<file path="config.mk">
export PLATFORM = sky130hd
export DESIGN_NAME = lmr_core
export DESIGN_NICKNAME = d
export VERILOG_FILES = /design/src/hw/lmr_file_regs.v /design/src/hw/lmr_ret_stack.v /design/src/hw/lmr_core.v
export VERILOG_INCLUDE_DIRS = /design/src /design/src/hw
export SDC_FILE = /design/constraint.sdc
export NUM_CORES = 2
export LEC_CHECK = 0
export ABC_AREA = 1
export BUFFER_PORTS_ARGS = -buffer_cell sky130_fd_sc_hd__buf_2
export CAP_MARGIN = 10
export CORE_AREA = 2 2 407 368
export DETAILED_ROUTE_END_ITERATION = 6
export DIE_AREA = 0 0 409 370
export RECOVER_POWER = 25
export SKIP_CTS_REPAIR_TIMING = 1
export SLEW_MARGIN = 15
export SYNTH_ARGS = -nofsm -noshare
export SYNTH_HDL_FRONTEND = slang
export SYNTH_SLANG_ARGS = --single-unit
export TNS_END_PERCENT = 20
</file>
<file path="constraint.sdc">
create_clock -name sys_clk_i -period 2.7 [get_ports sys_clk_i]
set_input_delay 0.81 -clock sys_clk_i [delete_from_list [all_inputs] [get_ports sys_clk_i]]
set_output_delay 0.81 -clock sys_clk_i [all_outputs]
set_load 0.02 [all_outputs]
</file>
<file path="src/hw/lmr_core_regs.vh">
// Register offsets, field positions, reset values and opcode patterns for the lmr core
`ifndef LMR_CORE_REGS_VH
`define LMR_CORE_REGS_VH

// Byte offsets of the bus registers
`define LMR_OFS_INSTR      8'h00
`define LMR_OFS_ACC        8'h04
`define LMR_OFS_STATUS     8'h08
`define LMR_OFS_PC         8'h0C
`define LMR_OFS_STACK_TOP  8'h10
`define LMR_OFS_FILE_ADDR  8'h14
`define LMR_OFS_FILE_DATA  8'h18

// Status register fields
`define LMR_ST_CARRY       0
`define LMR_ST_PD_N        3
`define LMR_ST_TO_N        4
`define LMR_ST_GIE         7
`define LMR_ST_BUSY        8
`define LMR_ST_SLEEP       9
`define LMR_ST_ILLEGAL     10
`define LMR_ST_DROPPED     11

// Reset values
`define LMR_RST_ACC        8'h00
`define LMR_RST_PC         13'h0000
`define LMR_RST_TO_N       1'b1
`define LMR_RST_PD_N       1'b1
`define LMR_RST_WDT        8'h00

// Opcode patterns: an instruction matches when (op & MASK) == MATCH
`define LMR_MSK_LIT        14'h3C00
`define LMR_OP_MOVE_LIT    14'h3000
`define LMR_OP_RET_LIT     14'h3400
`define LMR_MSK_STORE      14'h3F80
`define LMR_OP_STORE       14'h0080
`define LMR_MSK_ROT        14'h3F00
`define LMR_OP_ROT         14'h0D00
`define LMR_MSK_NOP        14'h3F9F
`define LMR_OP_NOP         14'h0000
`define LMR_OP_SLEEP       14'h0063
`define LMR_OP_RETURN      14'h0008
`define LMR_OP_RET_IRQ     14'h0009
`define LMR_DEST_BIT       7

// Return stack depth and pointer width
`define LMR_STACK_DEPTH    8
`define LMR_STACK_PTR_W    3

`endif

</file>
<file path="src/hw/lmr_file_regs.v">
// Flip-flop file register bank with one write port and two read ports
`timescale 1ns/1ps
module lmr_file_regs (
	input  wire       sys_clk_i,
	input  wire       reset_n_i,
	input  wire       we_i,
	input  wire [6:0] waddr_i,
	input  wire [7:0] wdata_i,
	input  wire [6:0] raddr_a_i,
	output wire [7:0] rdata_a_o,
	input  wire [6:0] raddr_b_i,
	output wire [7:0] rdata_b_o
);
	reg [7:0] mem [0:127];
	integer   i;

	always @(posedge sys_clk_i or negedge reset_n_i) begin
		if (!reset_n_i) begin
			for (i = 0; i < 128; i = i + 1) begin
				mem[i] <= 8'h00;
			end
		end else if (we_i) begin
			mem[waddr_i] <= wdata_i;
		end
	end

	assign rdata_a_o = mem[raddr_a_i];
	assign rdata_b_o = mem[raddr_b_i];
endmodule

</file>
<file path="src/hw/lmr_ret_stack.v">
// Circular return-address stack built from flip-flops
`timescale 1ns/1ps
`include "lmr_core_regs.vh"
module lmr_ret_stack (
	input  wire        sys_clk_i,
	input  wire        reset_n_i,
	input  wire        push_i,
	input  wire [12:0] push_data_i,
	input  wire        pop_i,
	output wire [12:0] top_o
);
	reg [12:0]                  entry [0:`LMR_STACK_DEPTH-1];
	reg [`LMR_STACK_PTR_W-1:0]  ptr;
	integer                     i;

	// Overflow wraps silently, as a real call stack of fixed depth does
	always @(posedge sys_clk_i or negedge reset_n_i) begin
		if (!reset_n_i) begin
			ptr <= {`LMR_STACK_PTR_W{1'b0}};
			for (i = 0; i < `LMR_STACK_DEPTH; i = i + 1) begin
				entry[i] <= 13'h0000;
			end
		end else if (push_i) begin
			entry[ptr + 1'b1] <= push_data_i;
			ptr               <= ptr + 1'b1;
		end else if (pop_i) begin
			ptr <= ptr - 1'b1;
		end
	end

	assign top_o = entry[ptr];
endmodule

</file>
<file path="src/hw/lmr_core.v">
// Executes the literal, move, return, rotate and sleep instructions behind an AHB-Lite slave
//
// The register offsets and register access over AHB-Lite were decided locally.
`timescale 1ns/1ps
`include "lmr_core_regs.vh"
// Notes on behaviour
// - Loading a literal copies the 8-bit operand into the accumulator and touches no flag.
// - Storing the accumulator writes it to the file register at the 7-bit address, no flags.
// - Return-with-literal loads the operand into the accumulator and the PC from stack top.
// - Return-with-literal takes two instruction cycles since the PC is replaced.
// - Rotate-left shifts the file register left, old carry into bit 0, bit 7 into carry.
// - For rotate-left, destination bit 0 sends the result to the accumulator, 1 to the file.
// - Sleep clears the watchdog and its prescaler, sets timeout flag, clears power-down flag.
// - After sleep the core enters low-power sleep, stops the oscillator and halts execution.
// - Subroutine return pops the stack and loads the popped top entry into the PC.
// - Subroutine return takes two instruction cycles.
module lmr_core (
	input  wire        sys_clk_i,
	input  wire        reset_n_i,
	input  wire        hsel_i,
	input  wire [31:0] haddr_i,
	input  wire [1:0]  htrans_i,
	input  wire        hwrite_i,
	input  wire [2:0]  hsize_i,
	input  wire [31:0] hwdata_i,
	input  wire        hready_i,
	output reg         hreadyout_o,
	output reg         hresp_o,
	output reg  [31:0] hrdata_o,
	input  wire        wake_i,
	output reg         wdt_clear_o,
	output reg         sleep_o,
	output reg         osc_stop_o,
	output reg         global_irq_enable_o
);
	localparam ST_IDLE   = 2'b00;
	localparam ST_SECOND = 2'b01;
	localparam ST_SLEEP  = 2'b10;

	reg  [1:0]  state;
	reg  [1:0]  next_state;
	reg  [7:0]  acc;
	reg  [12:0] pc;
	reg         carry;
	reg         timeout_flag_n;
	reg         power_down_flag_n;
	reg         illegal;
	reg         dropped;
	reg  [6:0]  file_addr;
	reg         wr_pend;
	reg  [7:0]  wr_addr;
	reg         rd_pend;
	reg  [7:0]  rd_addr;
	reg         wake_meta;
	reg         wake_sync;
	reg  [31:0] rd_mux;
	reg  [31:0] status_word;
	reg         file_we;
	reg  [6:0]  file_waddr;
	reg  [7:0]  file_wdata;

	wire        accept;
	wire        wr_instr;
	wire        exec;
	wire [13:0] op;
	wire        is_move_lit;
	wire        is_ret_lit;
	wire        is_store;
	wire        is_rot;
	wire        is_nop;
	wire        is_sleep;
	wire        is_return;
	wire        is_ret_irq;
	wire        is_pop;
	wire        rot_to_file;
	wire [7:0]  op_file_data;
	wire [7:0]  sw_file_data;
	wire [7:0]  rot_result;
	wire [12:0] stack_top_entry;
	wire        stack_push;

	assign accept   = hsel_i & htrans_i[1] & hready_i;
	assign wr_instr = wr_pend & (wr_addr == `LMR_OFS_INSTR);
	// Instructions are taken only while idle; others are dropped and flagged
	assign exec     = wr_instr & (state == ST_IDLE);
	assign op       = hwdata_i[13:0];

	assign is_move_lit = (op & `LMR_MSK_LIT) == `LMR_OP_MOVE_LIT;
	assign is_ret_lit  = (op & `LMR_MSK_LIT) == `LMR_OP_RET_LIT;
	assign is_store    = (op & `LMR_MSK_STORE) == `LMR_OP_STORE;
	assign is_rot      = (op & `LMR_MSK_ROT) == `LMR_OP_ROT;
	assign is_nop      = (op & `LMR_MSK_NOP) == `LMR_OP_NOP;
	assign is_sleep    = op == `LMR_OP_SLEEP;
	assign is_return   = op == `LMR_OP_RETURN;
	assign is_ret_irq  = op == `LMR_OP_RET_IRQ;
	assign is_pop      = is_ret_lit | is_return | is_ret_irq;
	assign rot_to_file = op[`LMR_DEST_BIT];

	assign rot_result = {op_file_data[6:0], carry};

	// Execution has priority on the single write port; a bus write to the
	// data register cannot coincide because both come from one bus commit
	always @* begin
		file_we    = 1'b0;
		file_waddr = file_addr;
		file_wdata = hwdata_i[7:0];
		if (exec) begin
			file_waddr = op[6:0];
			if (is_store) begin
				file_we    = 1'b1;
				file_wdata = acc;
			end else if (is_rot & rot_to_file) begin
				file_we    = 1'b1;
				file_wdata = rot_result;
			end
		end else if (wr_pend & (wr_addr == `LMR_OFS_FILE_DATA)) begin
			file_we = 1'b1;
		end
	end

	assign stack_push = wr_pend & (wr_addr == `LMR_OFS_STACK_TOP);

	// Fields placed by the shared bit positions so reads and writes agree
	always @* begin
		status_word                  = 32'h00000000;
		status_word[`LMR_ST_CARRY]   = carry;
		status_word[`LMR_ST_PD_N]    = power_down_flag_n;
		status_word[`LMR_ST_TO_N]    = timeout_flag_n;
		status_word[`LMR_ST_GIE]     = global_irq_enable_o;
		status_word[`LMR_ST_BUSY]    = (state == ST_SECOND);
		status_word[`LMR_ST_SLEEP]   = sleep_o;
		status_word[`LMR_ST_ILLEGAL] = illegal;
		status_word[`LMR_ST_DROPPED] = dropped;
	end

	lmr_file_regs u_file_regs (
		.sys_clk_i (sys_clk_i),
		.reset_n_i (reset_n_i),
		.we_i      (file_we),
		.waddr_i   (file_waddr),
		.wdata_i   (file_wdata),
		.raddr_a_i (op[6:0]),
		.rdata_a_o (op_file_data),
		.raddr_b_i (file_addr),
		.rdata_b_o (sw_file_data)
	);

	// Filled by software through the stack register; calls sit outside this block
	lmr_ret_stack u_ret_stack (
		.sys_clk_i   (sys_clk_i),
		.reset_n_i   (reset_n_i),
		.push_i      (stack_push),
		.push_data_i (hwdata_i[12:0]),
		.pop_i       (exec & is_pop),
		.top_o       (stack_top_entry)
	);

	always @* begin
		case (rd_addr)
			`LMR_OFS_ACC:       rd_mux = {24'h000000, acc};
			`LMR_OFS_STATUS:    rd_mux = status_word;
			`LMR_OFS_PC:        rd_mux = {19'h00000, pc};
			`LMR_OFS_STACK_TOP: rd_mux = {19'h00000, stack_top_entry};
			`LMR_OFS_FILE_ADDR: rd_mux = {25'h0000000, file_addr};
			`LMR_OFS_FILE_DATA: rd_mux = {24'h000000, sw_file_data};
			default:            rd_mux = 32'h00000000;
		endcase
	end

	// Reads take one wait state so that a write just ahead is already visible
	always @(posedge sys_clk_i or negedge reset_n_i) begin
		if (!reset_n_i) begin
			hreadyout_o <= 1'b1;
			hresp_o     <= 1'b0;
			hrdata_o    <= 32'h00000000;
			wr_pend     <= 1'b0;
			wr_addr     <= 8'h00;
			rd_pend     <= 1'b0;
			rd_addr     <= 8'h00;
		end else begin
			hresp_o <= 1'b0;
			wr_pend <= accept & hwrite_i;
			rd_pend <= accept & ~hwrite_i;
			if (accept) begin
				wr_addr <= {haddr_i[7:2], 2'b00};
				rd_addr <= {haddr_i[7:2], 2'b00};
			end
			if (accept & ~hwrite_i) begin
				hreadyout_o <= 1'b0;
			end else if (rd_pend) begin
				hrdata_o    <= rd_mux;
				hreadyout_o <= 1'b1;
			end
		end
	end

	// Wake pin comes from outside this clock, so only the second flop is read
	always @(posedge sys_clk_i or negedge reset_n_i) begin
		if (!reset_n_i) begin
			wake_meta <= 1'b0;
			wake_sync <= 1'b0;
		end else begin
			wake_meta <= wake_i;
			wake_sync <= wake_meta;
		end
	end

	always @* begin
		next_state = state;
		case (state)
			ST_IDLE: begin
				if (exec & is_pop) begin
					next_state = ST_SECOND;
				end else if (exec & is_sleep) begin
					next_state = ST_SLEEP;
				end
			end
			ST_SECOND: next_state = ST_IDLE;
			ST_SLEEP: begin
				if (wake_sync) begin
					next_state = ST_IDLE;
				end
			end
			default: next_state = ST_IDLE;
		endcase
	end

	always @(posedge sys_clk_i or negedge reset_n_i) begin
		if (!reset_n_i) begin
			state               <= ST_IDLE;
			acc                 <= `LMR_RST_ACC;
			pc                  <= `LMR_RST_PC;
			carry               <= 1'b0;
			timeout_flag_n      <= `LMR_RST_TO_N;
			power_down_flag_n   <= `LMR_RST_PD_N;
			global_irq_enable_o <= 1'b0;
			illegal             <= 1'b0;
			dropped             <= 1'b0;
			file_addr           <= 7'h00;
			wdt_clear_o         <= 1'b0;
			sleep_o             <= 1'b0;
			osc_stop_o          <= 1'b0;
		end else begin
			state       <= next_state;
			wdt_clear_o <= 1'b0;
			sleep_o     <= (next_state == ST_SLEEP);
			osc_stop_o  <= (next_state == ST_SLEEP);
			// Set wins over a software clear of the sticky flags
			if (wr_pend & (wr_addr == `LMR_OFS_STATUS)) begin
				carry               <= hwdata_i[`LMR_ST_CARRY];
				global_irq_enable_o <= hwdata_i[`LMR_ST_GIE];
				if (hwdata_i[`LMR_ST_ILLEGAL]) begin
					illegal <= 1'b0;
				end
				if (hwdata_i[`LMR_ST_DROPPED]) begin
					dropped <= 1'b0;
				end
			end
			if (wr_pend & (wr_addr == `LMR_OFS_ACC)) begin
				acc <= hwdata_i[7:0];
			end
			if (wr_pend & (wr_addr == `LMR_OFS_PC)) begin
				pc <= hwdata_i[12:0];
			end
			if (wr_pend & (wr_addr == `LMR_OFS_FILE_ADDR)) begin
				file_addr <= hwdata_i[6:0];
			end
			if (wr_instr & (state != ST_IDLE)) begin
				dropped <= 1'b1;
			end
			if (exec) begin
				if (is_move_lit) begin
					acc <= op[7:0];
					pc  <= pc + 13'h0001;
				end else if (is_ret_lit) begin
					acc <= op[7:0];
					pc  <= stack_top_entry;
				end else if (is_store) begin
					pc <= pc + 13'h0001;
				end else if (is_rot) begin
					carry <= op_file_data[7];
					if (!rot_to_file) begin
						acc <= rot_result;
					end
					pc <= pc + 13'h0001;
				end else if (is_sleep) begin
					// The watchdog sits outside; this pulse clears it and its prescaler
					wdt_clear_o       <= 1'b1;
					timeout_flag_n    <= 1'b1;
					power_down_flag_n <= 1'b0;
					pc                <= pc + 13'h0001;
				end else if (is_return) begin
					pc <= stack_top_entry;
				end else if (is_ret_irq) begin
					pc                  <= stack_top_entry;
					global_irq_enable_o <= 1'b1;
				end else if (is_nop) begin
					pc <= pc + 13'h0001;
				end else begin
					// Unknown codes act as no-operation but are flagged
					illegal <= 1'b1;
					pc      <= pc + 13'h0001;
				end
			end
		end
	end
endmodule

</file>
==> out/results.tsv <==
metric	value	unit
Post-synth ARST share	100	%
commonest non-fill, non-tap cell in the layout	nand2_1	
# port buffers	44	
vias in the first global route	67300	
drt drc	2	
Netlist cell types	47	
setup violators final	1213	
RSZ-0062 raised after global routing	yes	
YS warnings	0	
Post-Syn Instances	9538	
LEAKAGE	42.4	nW
Fin. Hold Viols	0	
Tot GR Track Use	37.7	%
DP HPWL	204000	um
sequential-to-total area share from yosys stat	45.3	%
CP endpoint kind	flip-flop	
most frequent cells in the layout	nand2_1, dfrtp_1, o21ai_0	
Slowest-stage cell, CP	dfrtp_4	
worst path bufs/invs	3	
CTS tree	built	
CP Data Required Time	3430	ps
register bit total from synthesis	1192	
Via density	5.91	
worst slew pin tran	1350	ps
Worst Slack Setup Final	-432	ps
Area contributors post-synth	dfrtp_1, nand2_1, o21ai_0, nor2_1, nand3_1	
pin count of the biggest net entering global routing	100	
Fill cells	13900	
status	finished with violations	
Relative slew margins	10.0	%
Ports	113	
total number of vias	72400	
first-pass GRT wire length	434000	um
Reg clk slew, reported paths	60	ps
share of the synthesized area in the top cell type	45.3	%
Post-synth EDFFs	0	
1st-iter DRT viols	10500	
Sink Count	1192	
Util after Layout	56.3	%
Critical Path Start	file_addr[0]	
Layout area overhead	26.1	%
Cell Chain, Critical Path	inv_8 > buf_12 > buf_12 > nor2_1 > o22ai_1 > nand2_1 > nand3_1 > nand3_1 > nand2_1 > nand2_1 > nand3_1 > nand3_1 > nand3_1 > nand2_1 > nand2_1	
Tmin final	3130	ps
total power	50.8	mW
Pins Over Slew Limit	0	
area leader, netlist	dfrtp_1	
Critical Path AT	3860	ps
Detailed Routing Iterations Pass 1	7	
core footprint	0.147	mm^2
initial antenna violation count	2	
crit path kind	reg -> reg	
Synth Flop Type	dfrtp_1	
total CTS buffers	140	
routed len/inst	24.2	um
VDD IR-drop max	0.000695	V
CTS H-tree lvls	4	
CP delay by family, top	simple AND/OR/NAND/NOR gates	
crit path launch type	flip-flop	
CP max stage delay	560	ps
placed cell area	0.0759	mm^2
worst-skew pair later-pin latency	810	ps
GPL Wtd Cong	1.00	
FMAX	319	MHz
Routed WL	297000	um
clock buffer depth	3	
post-route cell area	0.0829	mm^2
num rows	134	
Starting Density	44.6	%
Min-Delay Path Class	in -> reg	
RR Startpoint	file_addr[0]	
die width	409	um
worst-path maximum fanout	34	
Syn Area/Cell	6.90	um^2
nets	10300	
hold path start	wake_i	
GRT overflow	0	
Post-DRT Antenna Nets	0	
worst slack at placement	-1130	ps
failing checks	DRC, setup timing	
Fin Clk Skew	30.3	ps
Mapped Area	0.0658	mm^2
pwr dens	612	mW/mm^2
Multi-input gate area	0.0331	mm^2
Die Area	0.151	mm^2
Tcrit/Tclk final	116	%
die height	370	um
layout cell share with drive strength beyond 1	16.4	%
Root Buffer	clkbuf_16	
max_cap viols	0	
Storage cell area	0.0298	mm^2
==> layout make-up <==
type                       count  share of cell area [%]
tap                         1972                    2.97
inverter                     344                    2.01
timing repair buffer        1094                    13.2
sequential                  1192                    36.0
clock inverter                58                   0.964
clock buffer                 194                    4.92
antenna                        1                 0.00302
multi-input combinational   7410                    39.9
==> flip-flops by register name, summed over array words and instances, names as in the netlist, 2 cells and up <==
signal,flops
u_file_regs.mem,1024
hrdata_o,13
file_addr,7
wr_addr,6
pc,13
acc,8
u_ret_stack.ptr,3
state,2
u_ret_stack.entry,104
==> routing by layer <==
layer / vias to the layer above / global-route usage, % / part of all wire, %
li1: 32300 / - / -
met1: 34800 / 52.6 / 41
met2: 4566 / 55.6 / 42
met3: 775 / 9.21 / 12
met4: 2 / 16.2 / 4.7
met5: - / 0 / 0.0044
==> logic make-up after synthesis <==
logic type	synth area share, %
simple gates	32.8
compound gates	15.7
flops	45.3
buf+inv	5.95
xor+xnor	0.107
mux	0.0666
fa+ha+maj	0.0571
other cells	0.00570
==> path summary, 6_finish.rpt <==
path                                        endpoint  slack, ps  cells after the start
worst max register to register           hrdata_o[2]       -430                     15
worst min register to register             wake_sync        360                      0
worst max-delay path                     hrdata_o[2]       -430                     15
min in group asynchronous       u_file_regs.mem[406]        890                      2
max in group asynchronous       u_file_regs.mem[550]        -70                      4
worst min-delay path                       wake_meta        130                      1
==> stage by stage <==
stage               std cells  setup TNS, ps  hold WS [ps]
floorplan                9557          -9810           331
global placement        11900        -967140           351
detailed placement      11900        -992600           343
CTS                     12200        -258580          -131
global route            12300        -434640          99.8
finish                  12300        -319830           132
==> Yosys cell counts (11+ instances only) <==
library cell / n
a21oi_1: 208
a22oi_1: 128
a31oi_1: 11
buf_1: 49
buf_2: 152
buf_4: 28
clkbuf_1: 386
dfrtp_1: 1190
inv_1: 227
inv_2: 106
nand2_1: 4000
nand2_2: 58
nand3_1: 432
nand4_1: 37
nor2_1: 924
nor2_2: 16
o211ai_1: 65
o21ai_0: 1157
o21ai_1: 16
o22ai_1: 265
==> power breakdown <==
| part | leakage, nW | total [mW] | internal, mW | switching (mW) |
|---|---|---|---|---|
| registers | 16.0 | 18.2 | 18.0 | 0.190 |
| logic | 24.1 | 12.0 | 4.02 | 7.94 |
| clock network | 2.40 | 20.6 | 12.3 | 8.31 |
No activity file was read; power rests on OpenSTA's default activity.
